<file path="config.mk">
export PLATFORM = sky130hd
export DESIGN_NAME = eci_irq_top
export DESIGN_NICKNAME = d
export VERILOG_FILES = /design/src/eci_pkg.sv /design/src/eci_fall_det.sv /design/src/eci_pkt_counter.sv /design/src/eci_irq_top.sv
export SDC_FILE = /design/constraint.sdc
export NUM_CORES = 1
export LEC_CHECK = 0
export CORE_ASPECT_RATIO = 1.5
export CORE_UTILIZATION = 50
export DETAILED_ROUTE_END_ITERATION = 7
export DONT_BUFFER_PORTS = 1
export PLACE_DENSITY = 0.7
export SYNTH_ARGS = -nofsm -noshare
export SYNTH_HDL_FRONTEND = slang
export SYNTH_SLANG_ARGS = --single-unit
</file>
<file path="constraint.sdc">
create_clock -name mclk -period 3 [get_ports mclk]
set_input_delay 0.15 -clock mclk [delete_from_list [all_inputs] [get_ports mclk]]
set_output_delay 0.15 -clock mclk [all_outputs]
set_load 0.05 [all_outputs]
</file>
<file path="src/eci_pkg.sv">
// Package for the Ethernet controller interrupt logic: bit positions and reset values.
// Assumes a single 25 MHz device clock and an active-high power-on reset.
package eci_pkg;
  localparam int unsigned REG_W          = 16;
  localparam int unsigned CNT_W          = 8;
  localparam logic [7:0]  CNT_MAX        = 8'hff;
  localparam logic [7:0]  CNT_ZERO       = 8'h00;
  localparam logic [7:0]  CNT_ONE        = 8'h01;
  // Bit positions shared by flags and enables
  localparam int unsigned B_GLOBAL       = 15;
  localparam int unsigned B_MODEXP       = 14;
  localparam int unsigned B_HASH         = 13;
  localparam int unsigned B_CIPHER       = 12;
  localparam int unsigned B_LINK         = 11;
  localparam int unsigned B_PENDING      = 6;
  localparam int unsigned B_DMA          = 5;
  localparam int unsigned B_FIXED_ONE    = 4;
  localparam int unsigned B_TX_DONE      = 3;
  localparam int unsigned B_TX_ABORT     = 2;
  localparam int unsigned B_RX_ABORT     = 1;
  localparam int unsigned B_CNT_FULL     = 0;
  // Source bits; all writable in the enable register, all but the pending flag in the flag register
  localparam logic [15:0] SRC_MASK       = 16'h786f;
  // Flags software may clear (all sources but the pending flag)
  localparam logic [15:0] FLAG_CLR_MASK  = 16'h782f;
  localparam logic [15:0] ENABLE_RESET   = 16'h8010;
  localparam logic [15:0] FLAG_RESET     = 16'h0000;
  localparam logic [15:0] ENABLE_RW_MASK = 16'hf86f;
  typedef enum logic [1:0] {
    ECI_OP_NONE  = 2'b00,
    ECI_OP_WRITE = 2'b01,
    ECI_OP_SET   = 2'b11,
    ECI_OP_CLEAR = 2'b10
  } eci_op_t;
endpackage : eci_pkg

</file>
<file path="src/eci_fall_det.sv">
// Falling-edge detector bank: pulses when a busy/request level drops.
// Assumes its inputs come from logic on the same clock.
module eci_fall_det #(
  parameter int unsigned N = 1
) (
  input  wire logic         mclk,
  input  wire logic         rst,
  input  wire logic [N-1:0] level,
  output logic      [N-1:0] fell
);
  logic [N-1:0] prev_q;
  genvar i;
  generate
    for (i = 0; i < N; i++) begin : g_bit
      always_ff @(posedge mclk or posedge rst) begin
        if (rst) begin
          prev_q[i] <= 1'b0;
        end else begin
          prev_q[i] <= level[i];
        end
      end
      assign fell[i] = prev_q[i] & ~level[i];
    end
  endgenerate
endmodule : eci_fall_det

</file>
<file path="src/eci_pkt_counter.sv">
// Received-packet counter with saturation and receive-abort detection.
// Assumes accept and decrement strobes are one-cycle pulses on mclk.
module eci_pkt_counter
  import eci_pkg::*;
(
  input  wire logic             mclk,
  input  wire logic             rst,
  input  wire logic             pkt_accept,
  input  wire logic             buf_overrun,
  input  wire logic             pkt_decrement,
  output logic      [CNT_W-1:0] rx_packet_count,
  output logic                  drop_pulse,
  output logic                  full_pulse,
  output logic                  dec_pulse
);
  logic [CNT_W-1:0] count_q;
  logic             is_full;
  logic             do_inc;
  logic             do_dec;

  assign is_full    = (count_q == CNT_MAX);
  assign do_inc     = pkt_accept & ~buf_overrun & ~is_full;
  assign do_dec     = pkt_decrement & (count_q != CNT_ZERO);
  // Drop only for lack of room, never for a filter reject
  assign drop_pulse = pkt_accept & (buf_overrun | is_full);
  // Pulse on reaching the top value
  assign full_pulse = do_inc & ~do_dec & (count_q == CNT_MAX - CNT_ONE);
  assign dec_pulse  = do_dec;

  always_ff @(posedge mclk or posedge rst) begin
    if (rst) begin
      count_q <= CNT_ZERO;
    end else if (do_inc && !do_dec) begin
      count_q <= count_q + CNT_ONE;
    end else if (do_dec && !do_inc) begin
      count_q <= count_q - CNT_ONE;
    end
  end
  assign rx_packet_count = count_q;
endmodule : eci_pkt_counter

</file>
<file path="src/eci_irq_top.sv">
// Interrupt aggregation for a 10/100 Ethernet controller: flag and enable
// registers, packet counter and the active-low interrupt pin.
// Assumes event inputs are levels or pulses from logic on mclk.
module eci_irq_top
  import eci_pkg::*;
(
  input  wire logic             mclk,
  input  wire logic             rst,
  // Register port: op selects write, bit set or bit clear
  input  wire eci_pkg::eci_op_t flags_op,
  input  wire logic [REG_W-1:0] flags_wdata,
  input  wire eci_pkg::eci_op_t enables_op,
  input  wire logic [REG_W-1:0] enables_wdata,
  output logic      [REG_W-1:0] event_flags,
  output logic      [REG_W-1:0] event_enables,
  output logic                  irq_status,
  output logic      [CNT_W-1:0] rx_packet_count,
  output logic                  link_up,
  // Event sources
  input  wire logic             modexp_go,
  input  wire logic             cipher_go,
  input  wire logic             dma_go,
  input  wire logic             tx_request,
  input  wire logic             hash_done,
  input  wire logic             phy_link,
  input  wire logic             tx_aborted,
  input  wire logic             pkt_accept,
  input  wire logic             buf_overrun,
  input  wire logic             pkt_decrement,
  output logic                  irq_n
);
  import eci_pkg::*;

  logic [REG_W-1:0] flags_q;
  logic [REG_W-1:0] flags_d;
  logic [REG_W-1:0] en_q;
  logic [REG_W-1:0] set_ev;
  logic [REG_W-1:0] sw_clr;
  logic [3:0]       fell;
  logic             link_q;
  logic [CNT_W-1:0] count;
  logic             drop_pulse;
  logic             full_pulse;
  logic             dec_pulse;
  logic             pending;
  logic             cause;

  eci_fall_det #(.N(4)) u_fall (
    .mclk  (mclk),
    .rst   (rst),
    .level ({modexp_go, cipher_go, dma_go, tx_request}),
    .fell  (fell)
  );

  eci_pkt_counter u_cnt (
    .mclk            (mclk),
    .rst             (rst),
    .pkt_accept      (pkt_accept),
    .buf_overrun     (buf_overrun),
    .pkt_decrement   (pkt_decrement),
    .rx_packet_count (count),
    .drop_pulse      (drop_pulse),
    .full_pulse      (full_pulse),
    .dec_pulse       (dec_pulse)
  );

  // Link state tracker for change detection
  always_ff @(posedge mclk or posedge rst) begin
    if (rst) begin
      link_q <= 1'b0;
    end else begin
      link_q <= phy_link;
    end
  end

  // Hardware set events, independent of enables
  always_comb begin
    set_ev              = '0;
    set_ev[B_MODEXP]    = fell[3];
    set_ev[B_HASH]      = hash_done;
    set_ev[B_CIPHER]    = fell[2];
    set_ev[B_LINK]      = link_q ^ phy_link;
    set_ev[B_DMA]       = fell[1];
    set_ev[B_TX_DONE]   = fell[0];
    set_ev[B_TX_ABORT]  = tx_aborted;
    set_ev[B_RX_ABORT]  = drop_pulse;
    set_ev[B_CNT_FULL]  = full_pulse;
  end

  // Software clear mask per operation; bit ops avoid losing fresh events
  always_comb begin
    sw_clr = '0;
    if (flags_op == ECI_OP_CLEAR) begin
      sw_clr = flags_wdata & FLAG_CLR_MASK;
    end else if (flags_op == ECI_OP_WRITE) begin
      sw_clr = ~flags_wdata & FLAG_CLR_MASK;
    end
  end

  // Hardware set wins over any clear in the same cycle
  always_comb begin
    flags_d = flags_q & ~sw_clr;
    if (flags_op == ECI_OP_SET || flags_op == ECI_OP_WRITE) begin
      flags_d = flags_d | (flags_wdata & FLAG_CLR_MASK);
    end
    if (dec_pulse) begin
      flags_d[B_CNT_FULL] = 1'b0;
    end
    flags_d = flags_d | set_ev;
    flags_d[B_PENDING] = 1'b0;
  end

  always_ff @(posedge mclk or posedge rst) begin
    if (rst) begin
      flags_q <= FLAG_RESET;
    end else begin
      flags_q <= flags_d;
    end
  end

  // Pending flag mirrors the counter, read-only
  assign pending = (count != CNT_ZERO);

  // Enable register; fixed bit always one, reserved bits zero
  always_ff @(posedge mclk or posedge rst) begin
    if (rst) begin
      en_q <= ENABLE_RESET;
    end else if (enables_op == ECI_OP_WRITE) begin
      en_q <= (enables_wdata & ENABLE_RW_MASK) | ENABLE_RESET & ~ENABLE_RW_MASK;
    end else if (enables_op == ECI_OP_SET) begin
      en_q <= en_q | (enables_wdata & ENABLE_RW_MASK);
    end else if (enables_op == ECI_OP_CLEAR) begin
      en_q <= en_q & ~(enables_wdata & ENABLE_RW_MASK);
    end
  end

  // Any enabled flag is a cause
  always_comb begin
    cause = |(flags_d & en_q & SRC_MASK);
    if (pending && en_q[B_PENDING]) begin
      cause = 1'b1;
    end
  end

  // Registered outputs; pin gated by global enable
  always_ff @(posedge mclk or posedge rst) begin
    if (rst) begin
      irq_status <= 1'b0;
      irq_n      <= 1'b1;
    end else begin
      irq_status <= cause;
      irq_n      <= ~(cause & en_q[B_GLOBAL]);
    end
  end

  always_ff @(posedge mclk or posedge rst) begin
    if (rst) begin
      event_flags     <= FLAG_RESET;
      event_enables   <= ENABLE_RESET;
      rx_packet_count <= CNT_ZERO;
      link_up         <= 1'b0;
    end else begin
      event_flags             <= flags_d;
      event_flags[B_PENDING]  <= pending;
      event_enables           <= en_q;
      rx_packet_count         <= count;
      link_up                 <= phy_link;
    end
  end
endmodule : eci_irq_top

</file>
==> results of run 1 <==
[state kept, by name, indices dropped and copies added (netlist names)]
name and count:
u_cnt.rx_packet_count 8, en_q 12, link_up 1, flags_q 8, irq_status 1, irq_n 1
event_flags 2, rx_packet_count 8, u_fall.prev_q 4, event_enables 12
[report_power, final]
group | switching (mW) | leakage [nW] | internal, mW | total [mW]
Clock | 0.279 | 0.0784 | 0.298 | 0.577
Sequential | 0.424 | 0.659 | 0.935 | 1.36
Combinational | 0.427 | 0.631 | 0.398 | 0.825
[worst max-delay path by stage]
stage / from / endpoint
floorplan: u_cnt.rx_packet_count[4]$_DFFE_PP0P_ / u_cnt.rx_packet_count[7]$_DFFE_PP0P_
global placement: u_cnt.rx_packet_count[2]$_DFFE_PP0P_ / u_cnt.rx_packet_count[7]$_DFFE_PP0P_
detailed placement: u_cnt.rx_packet_count[2]$_DFFE_PP0P_ / u_cnt.rx_packet_count[7]$_DFFE_PP0P_
CTS: u_cnt.rx_packet_count[4]$_DFFE_PP0P_ / u_cnt.rx_packet_count[7]$_DFFE_PP0P_
global route: u_cnt.rx_packet_count[4]$_DFFE_PP0P_ / u_cnt.rx_packet_count[7]$_DFFE_PP0P_
finish: u_cnt.rx_packet_count[4]$_DFFE_PP0P_ / u_cnt.rx_packet_count[7]$_DFFE_PP0P_
[area by class of cell]
| type | instances | area [um^2] |
|---|---|---|
| clock buffers | 14 | 143 |
| clock inverters | 2 | 10.0 |
| fillers | 354 | 1480 |
| inverters | 7 | 28.8 |
| multi-input cells | 141 | 1000 |
| flip-flops and latches | 57 | 1430 |
| well taps | 64 | 80.1 |
| repair buffers | 48 | 443 |
[metrics by stage]
step | setup slack [ns] | cells | power, mW | instance area (um^2)
4_1_cts | 0.00591 | 333 | 2.64 | 3050
3_3_place_gp | -0.0490 | 284 | 1.98 | 2560
3_5_place_dp | -0.0823 | 284 | 2.00 | 2560
6_report | 0.0872 | 333 | 2.76 | 3140
5_1_grt | -0.0152 | 333 | 2.90 | 3140
2_1_floorplan | 0.0282 | 222 | 1.81 | 2480
[cell usage after synthesis (all sizes together) (2+ instances only)]
cell type / number / share of area
dfstp: 5 / 0.054
xor2: 4 / 0.014
and4: 2 / 0.0072
nand2: 18 / 0.028
a21oi: 26 / 0.055
clkbuf: 3 / 0.0046
inv: 7 / 0.011
a211oi: 2 / 0.0082
buf: 14 / 0.041
a22oi: 5 / 0.015
nor2b: 5 / 0.013
mux2i: 9 / 0.037
dfrtp: 52 / 0.53
o21ai: 9 / 0.020
a221o: 8 / 0.033
nor2: 14 / 0.021
o31ai: 3 / 0.0092
nor4: 2 / 0.0051
ha: 7 / 0.036
nand2b: 2 / 0.0051
[metal layers]
layer / track usage / vias to the layer above / share of wire
li1: - / 842 / -
met1: 0.265 / 893 / 0.38
met2: 0.397 / 62 / 0.53
met3: 0.0827 / 11 / 0.059
met4: 0.134 / 0 / 0.024
met5: 0 / - / 0
[kinds of logic after synthesis]
| family | synth area share |
|---|---|
| compound gates | 0.158 |
| xor+xnor | 0.0179 |
| fa+ha+maj | 0.0439 |
| buf+inv | 0.0562 |
| flops | 0.585 |
| mux | 0.0368 |
| other cells | 0.00153 |
| simple gates | 0.100 |
[what timing repair did]
item                       in CTS  in global routing
hold buffers                   33                  0
buffers inserted                0                  0
pin swaps                       1                  5
gates resized for setup         1                 15
gates cloned                    0                  0
setup endpoints to repair       1                  2
hold endpoints to repair       59                  0
==> impl_metrics.py, run 1 <==
metrics = {
    "run_status": {
        "status": "complete, no violations",
    },
    "grt": {
        "grt_pass1_wl_um": 8830,
        "antenna_found_initial": 0,
        "grt_pass1_vias": 1844,
        "grt.total_usage": 0.240,
        "grt_max_degree": 43,
        "grt_overflow": 0,
    },
    "route": {
        "route.vias.total": 1808,
        "wirelength_um": 5610,
        "antenna_left": 0,
        "viasPerCell": 5.43,
        "first_iter_violations": 86,
        "first_pass_iters": 4,
        "drc": 0,
        "wl_per_cell_um": 16.8,
    },
    "logic_synthesis": {
        "yosysSeqAreaShare": 0.585,
        "ys.flop_type": "dfrtp_1",
        "ys_ff_latch": 57,
        "async_flop_share": 1.00,
        "synth_area_um2": 2450,
        "syn_inst": 213,
        "ys_warn_count": 0,
        "synth-edff-count": 0,
        "postSynthAreaPerCell_um2": 11.5,
        "synthDistinctLibCells": 42,
    },
    "setup_path": {
        "rr_worst_depth": 13,
        "end_kind": "flip-flop",
        "cp_num_cells": 13,
        "required_ns": 3.25,
        "r2r-start": "u_cnt.rx_packet_count[4]$_DFFE_PP0P_",
        "crit_type": "flip-flop to flip-flop",
        "cpPeakStageDelay_ns": 0.53,
        "crit_arrival_ns": 3.17,
        "critPathBufInv": 1,
        "cp-start-kind": "flip-flop",
        "cpMaxStageDelayCell": "or4_4",
        "path_cells": "and4_1 -> and4_1 -> a21oi_2 -> and2_1 -> ha_2 -> inv_4 -> ha_4 -> a211oi_4 -> o21ai_2 -> a2111oi_4 -> or4_4 -> a21oi_2 -> xor2_1",
        "worstPathMaxFanout": 4,
        "r2r_slack_ns": 0.09,
        "timing.rr.end": "u_cnt.rx_packet_count[7]$_DFFE_PP0P_",
        "crit_family": "simple AND/OR/NAND/NOR gates",
    },
    "sta": {
        "finalSetupViolCount": 0,
        "max_freq_mhz": 343,
        "fin_crit_sh": 0.971,
        "maxSlewViolCount": 0,
        "final.min_clock_period_ns": 2.91,
        "relSlewSlack": 0.419,
        "whs_ns": 0.0146,
        "skew_ns": 0.00461,
        "finalHoldViolCount": 0,
        "tightest_slew_ns": 0.870,
        "fin_tns_setup_ns": 0,
    },
    "power": {
        "p_leak_nw": 1.37,
        "ir_drop_mv": 0.561,
        "power_density_nw_per_um2": 880,
    },
    "flow_run": {
        "drv_cap": 0,
    },
    "cts": {
        "htreeDepth": 3,
        "cts_tree": "yes",
        "clock_path_buffers": 2,
        "root_buffer": "clkbuf_8",
        "insertion_delay_ns": 0.33,
        "path_clk_slew_ns": 0.06,
        "cts_sinks": 57,
        "cts_buffers": 9,
    },
    "cells_and_area": {
        "antennaDiodeCount": 0,
        "syn_to_final_growth_pct": 28.1,
        "final_common_cell": "dfrtp_1",
        "layout_common_cells": "dfrtp_1 (52), dlygate4sd3_1 (33), a21oi_1 (24), nand2_1 (18), buf_4 (15)",
        "fin_nets": 320,
        "post-route-util": 0.679,
        "drive_gt1_frac": 0.171,
    },
    "placed_design": {
        "gp_congestion": 0.825,
        "port_buffers": 0,
        "dp_hpwl_um": 3590,
    },
    "floorplanning": {
        "die_height_um": 87.7,
        "rows": 30,
        "start_util": 0.530,
        "dieArea_um2": 5190,
        "core_um2": 4620,
        "die_w_um": 59.1,
        "ioPinCount": 91,
    },
    "min_path": {
        "holdPathEnd": "flags_q[11]$_DFF_PP0_",
        "holdCritPathClass": "primary input to flip-flop",
        "hp-start": "flags_op[0]",
        "hold_depth": 1,
    },
}
No activity file was read; power rests on OpenSTA's default activity.
==> run 2: changes to the inputs <==
--- a/config.mk
+++ b/config.mk
@@ -6,10 +6,11 @@
 export NUM_CORES = 1
 export LEC_CHECK = 0
 export CORE_ASPECT_RATIO = 1.5
-export CORE_UTILIZATION = 50
+export CORE_UTILIZATION = 56
 export DETAILED_ROUTE_END_ITERATION = 7
 export DONT_BUFFER_PORTS = 1
-export PLACE_DENSITY = 0.7
+export HOLD_SLACK_MARGIN = 0.03
+export PLACE_DENSITY = 0.76
 export SYNTH_ARGS = -nofsm -noshare
 export SYNTH_HDL_FRONTEND = slang
 export SYNTH_SLANG_ARGS = --single-unit
==> run 2 against run 1 <==
  * Wire length grew 3.8%
  * Final cell count shrank 3.9%
  * Worst hold slack gained 0.019 ns
  * Sequential power is essentially flat
  * Critical path type unchanged
  * Critical path depth is the same
  * Setup slack gained 0.014 ns
  * Clock skew grew 0.0032 ns
  * Register-to-register slack is essentially flat
  * Highest routed layer unchanged
  * Flip-flop and latch count is the same
  * Non-clock buffer count grew 5
  * Sequential share of layout area shrank 1.4 points
  * Design area grew 3.3%
==> impl_metrics.py, run 2 (same netlist as run 1, synthesis figures left out) <==
metrics = {
    "sta": {
        "skew_ns": 0.00786,
        "fin_tns_setup_ns": 0,
        "finalSetupViolCount": 0,
        "final.min_clock_period_ns": 2.90,
        "relSlewSlack": 0.465,
        "fin_crit_sh": 0.966,
        "whs_ns": 0.0335,
        "max_freq_mhz": 345,
        "maxSlewViolCount": 0,
        "tightest_slew_ns": 0.802,
        "fin_ws_ns": 0.101,
        "finalHoldViolCount": 0,
    },
    "route": {
        "first_pass_iters": 4,
        "drc": 0,
        "highest_layer": "met4",
        "antenna_left": 0,
        "route.vias.total": 1832,
        "wl_met2_um": 3240,
        "first_iter_violations": 80,
        "routed-wl-met3_um": 349,
        "wl_met1_um": 2130,
        "wl_per_cell_um": 18.2,
        "wirelength_um": 5820,
        "viasPerCell": 5.73,
    },
    "power": {
        "ir_drop_mv": 0.864,
        "p_leak_nw": 1.43,
        "finalPower_mw": 2.97,
        "power_density_nw_per_um2": 916,
    },
    "cts": {
        "path_clk_slew_ns": 0.06,
        "cts_sinks": 57,
        "insertion_delay_ns": 0.33,
        "clock_path_buffers": 2,
        "cts_buffers": 9,
        "htreeDepth": 3,
        "root_buffer": "clkbuf_8",
        "cts_tree": "yes",
    },
    "cells_and_area": {
        "final_area_um2": 3240,
        "layout_common_cells": "dfrtp_1 (52), dlygate4sd3_1 (37), a21oi_1 (24), nand2_1 (17), buf_4 (16)",
        "final_cells": 320,
        "top_regs": "en_q (12), event_enables (12)",
        "syn_to_final_growth_pct": 32.3,
        "post-route-util": 0.770,
        "fin_nets": 325,
        "final_common_cell": "dfrtp_1",
        "antennaDiodeCount": 0,
        "drive_gt1_frac": 0.186,
    },
    "placed_design": {
        "port_buffers": 0,
        "placed_area_um2": 2540,
        "dp_hpwl_um": 3560,
        "gp_congestion": 0.786,
        "place_inst": 266,
        "pre_cts_ws_ns": -0.158,
    },
    "grt": {
        "grt_pass1_vias": 1887,
        "grt_overflow": 0,
        "grt.total_usage": 0.270,
        "grt_pass1_wl_um": 9340,
        "grt_max_degree": 41,
        "antenna_found_initial": 0,
    },
    "floorplanning": {
        "ioPinCount": 91,
        "dieArea_um2": 4650,
        "core_um2": 4210,
        "die_height_um": 83.0,
        "rows": 29,
        "die_w_um": 56.0,
        "start_util": 0.582,
    },
    "min_path": {
        "hp-start": "flags_wdata[14]",
        "holdCritPathClass": "primary input to flip-flop",
    },
    "setup_path": {
        "crit_start": "u_cnt.rx_packet_count[2]$_DFFE_PP0P_",
        "end_kind": "flip-flop",
        "required_ns": 3.25,
        "cpPeakStageDelay_ns": 0.53,
        "r2r-start": "u_cnt.rx_packet_count[2]$_DFFE_PP0P_",
        "crit_type": "flip-flop to flip-flop",
        "path_cells": "and4_1 -> and4_1 -> a21oi_2 -> and2_1 -> ha_4 -> inv_4 -> ha_4 -> a211oi_2 -> o21ai_2 -> a2111oi_4 -> or4_4 -> a21oi_2 -> xor2_1",
        "worstPathMaxFanout": 4,
        "crit_arrival_ns": 3.15,
        "cp-start-kind": "flip-flop",
        "cpMaxStageDelayCell": "or4_4",
    },
    "run_status": {
        "status": "complete, no violations",
    },
    "flow_run": {
        "drv_cap": 0,
    },
}
run 2: repair_timing:
action | CTS | global route
resized for setup | 6 | 11
pin swaps | 2 | 6
hold buffers | 37 | 0
buffers inserted | 0 | 1
endpoints found under the setup margin | 1 | 2
hold endpoints to repair | 62 | 0
run 2: layout make-up:
class | count | area (um^2)
clock inverter | 5 | 78.8
multi-input combinational | 141 | 1010
timing repair buffer | 53 | 490
fill | 279 | 970
clock buffer | 11 | 141
inverter | 7 | 28.8
tap | 46 | 57.6
sequential | 57 | 1430
run 2: worst max-delay path, delay by kind of cell, from the launching register on:
kind	cells	cell delay [ns]
DFF	1	0.40
and+or+nand+nor	4	1.10
xor gates and xnor gates	1	0.15
AOI/OAI and AO/OA	5	0.69
buffers and inverters	1	0.06
adders and majority gates	2	0.42
run 2: power by group:
group          switching [mW]  internal (mW)  leakage (nW)
sequential              0.430          0.934         0.659
combinational           0.423          0.392         0.652
clock                   0.298          0.489         0.113
run 2: final timing paths:
kind	end	slack, ns	cells past startpoint
min in group asynchronous	rx_packet_count[2]$_DFF_PP0_	0.44	2
setup / recovery	u_cnt.rx_packet_count[7]$_DFFE_PP0P_	0.10	13
max in group asynchronous	irq_n$_DFF_PP1_	1.75	3
setup reg to reg	u_cnt.rx_packet_count[7]$_DFFE_PP0P_	0.10	13
hold / removal	event_flags[14]$_DFF_PP0_	0.03	1
hold reg to reg	event_enables[4]$_DFF_PP1_	0.37	0
run 2: routing by layer:
metal | track usage | up-vias
met1 | 0.302 | 906
met2 | 0.466 | 62
li1 | - | 853
met3 | 0.0701 | 11
met4 | 0.137 | 0
met5 | 0 | -
==> run 3: changes to the inputs <==
--- a/config.mk
+++ b/config.mk
@@ -5,7 +5,7 @@
 export SDC_FILE = /design/constraint.sdc
 export NUM_CORES = 1
 export LEC_CHECK = 0
-export CORE_ASPECT_RATIO = 1.5
+export CORE_ASPECT_RATIO = 0.5
 export CORE_UTILIZATION = 56
 export DETAILED_ROUTE_END_ITERATION = 7
 export DONT_BUFFER_PORTS = 1
==> run 3 against run 2 <==
  * Design area is 0.15% higher
  * Maximum frequency shrank 1.9%
  * Global-route usage grew 2.3 points
  * Total power rose by 0.87%
  * Combinational power increased by 2%
  * Highest routed layer unchanged
  * Clock-buffer cell count up 3
  * Worst hold slack better by 0.024 ns
  * Setup slack worse by 0.055 ns
  * Clock power rose by 2.7%
==> impl_metrics.py, run 3 (same netlist as run 1, synthesis figures left out) <==
metrics = {
    "floorplanning": {
        "rows": 16,
        "ioPinCount": 91,
        "dieArea_um2": 4660,
        "core_um2": 4040,
        "start_util": 0.606,
        "die_height_um": 48.8,
        "die_w_um": 95.5,
    },
    "sta": {
        "fin_tns_setup_ns": 0,
        "tightest_slew_ns": 1.11,
        "final.min_clock_period_ns": 2.95,
        "relSlewSlack": 0.261,
        "fin_crit_sh": 0.985,
        "finalHoldViolCount": 0,
        "whs_ns": 0.0575,
        "skew_ns": 0.00838,
        "max_freq_mhz": 338,
        "finalSetupViolCount": 0,
        "maxSlewViolCount": 0,
    },
    "route": {
        "route.vias.total": 1975,
        "wl_per_cell_um": 19.1,
        "viasPerCell": 6.02,
        "antenna_left": 0,
        "first_pass_iters": 5,
        "first_iter_violations": 138,
        "wirelength_um": 6250,
        "drc": 0,
    },
    "cells_and_area": {
        "syn_to_final_growth_pct": 32.5,
        "antennaDiodeCount": 0,
        "fin_nets": 325,
        "drive_gt1_frac": 0.164,
        "top_regs": "en_q (12), event_enables (12)",
        "fillers": 200,
        "final_common_cell": "dfrtp_1",
        "layout_common_cells": "dfrtp_1 (52), dlygate4sd3_1 (39), a21oi_1 (24), nand2_1 (18)",
    },
    "grt": {
        "grt_pass1_vias": 1955,
        "grt_overflow": 0,
        "antenna_found_initial": 0,
        "grt_max_degree": 58,
        "grt.total_usage": 0.293,
        "grt_pass1_wl_um": 9840,
    },
    "min_path": {
        "holdCritPathClass": "primary input to flip-flop",
        "hold_depth": 2,
        "hp-start": "pkt_accept",
        "holdPathEnd": "flags_q[1]$_DFF_PP0_",
    },
    "setup_path": {
        "r2r_slack_ns": 0.05,
        "rr_worst_depth": 13,
        "timing.rr.end": "u_cnt.rx_packet_count[7]$_DFFE_PP0P_",
        "crit_type": "flip-flop to flip-flop",
        "cp-start-kind": "flip-flop",
        "end_kind": "flip-flop",
        "crit_arrival_ns": 3.21,
        "r2r-start": "u_cnt.rx_packet_count[2]$_DFFE_PP0P_",
        "required_ns": 3.26,
        "crit_start": "u_cnt.rx_packet_count[2]$_DFFE_PP0P_",
        "worstPathMaxFanout": 4,
    },
    "cts": {
        "cts_tree": "yes",
        "insertion_delay_ns": 0.34,
        "cts_buffers": 9,
        "cts_sinks": 57,
        "clock_path_buffers": 2,
        "root_buffer": "clkbuf_8",
        "path_clk_slew_ns": 0.06,
        "htreeDepth": 3,
    },
    "run_status": {
        "status": "complete, no violations",
    },
    "placed_design": {
        "gp_congestion": 0.793,
        "dp_hpwl_um": 3310,
        "port_buffers": 0,
    },
    "power": {
        "p_leak_nw": 1.42,
        "power_density_nw_per_um2": 922,
        "ir_drop_mv": 0.513,
    },
    "flow_run": {
        "drv_cap": 0,
    },
}
run 3: changes by cell type in the layout (fill, tap and decap cells not counted), sizes merged:
cell         previous run  this run
clkbuf                 11        14
clkinv                  3         0
buf                    16        14
dlygate4sd3            37        39
run 3: critical path, cell delays in order (launching register included):
cell	delay [ns]
dfrtp_1	0.41
and4_1	0.19
and4_1	0.22
a21oi_2	0.17
and2_4	0.18
ha_4	0.15
inv_4	0.06
ha_4	0.26
o21ai_1	0.09
o21ai_2	0.20
a2111oi_4	0.11
or4_4	0.52
a21oi_2	0.15
xor2_1	0.14
run 3: final cells by class:
class	count	area [um^2]	area share
clock buffers	14	163	0.0501
clock inverters	2	60.1	0.0185
inverters	7	28.8	0.00887
multi-input cells	141	997	0.307
flip-flops and latches	57	1430	0.442
well taps	54	67.6	0.0208
repair buffers	53	495	0.153
run 3: power by group:
group / switching [mW] / internal, mW
registers: 0.421 / 0.935
logic: 0.427 / 0.402
clock network: 0.293 / 0.514
run 3: worst max-delay path by stage:
stage	endpoint	slack, ns
2_1_floorplan	u_cnt.rx_packet_count[7]$_DFFE_PP0P_	0.03
3_3_place_gp	u_cnt.rx_packet_count[7]$_DFFE_PP0P_	-0.08
3_5_place_dp	u_cnt.rx_packet_count[7]$_DFFE_PP0P_	-0.19
4_1_cts	u_cnt.rx_packet_count[7]$_DFFE_PP0P_	0.01
5_1_grt	u_cnt.rx_packet_count[7]$_DFFE_PP0P_	-0.04
6_report	u_cnt.rx_packet_count[7]$_DFFE_PP0P_	0.05
run 3: per-layer routing:
metal | routed length [um] | GRT usage | vias up
li1 | - | - | 851
met1 | 2330 | 0.340 | 982
met2 | 3200 | 0.500 | 111
met3 | 487 | 0.101 | 31
met4 | 233 | 0.114 | 0
met5 | 0 | 0 | -
run 3: what timing repair did:
item                       CTS  global route
hold buffers                39             0
resized for setup            4            12
setup endpoints to repair    1             2
pin swaps                    3             3
hold endpoints to repair    75             0
buffers inserted             0             2
run 3: stage by stage:
stage / cells / setup slack [ns] / cell area, um^2 / utilization / total power [mW]
floorplan: 222 / 0.0282 / 2480 / - / 1.81
global placement: 271 / -0.0767 / 2530 / 0.625 / 1.96
detailed placement: 271 / -0.192 / 2530 / 0.625 / 1.99
CTS: 326 / 0.0134 / 3150 / 0.780 / 2.87
global route: 328 / -0.0367 / 3240 / 0.802 / 3.15
finish: 328 / 0.0456 / 3240 / 0.802 / 2.99
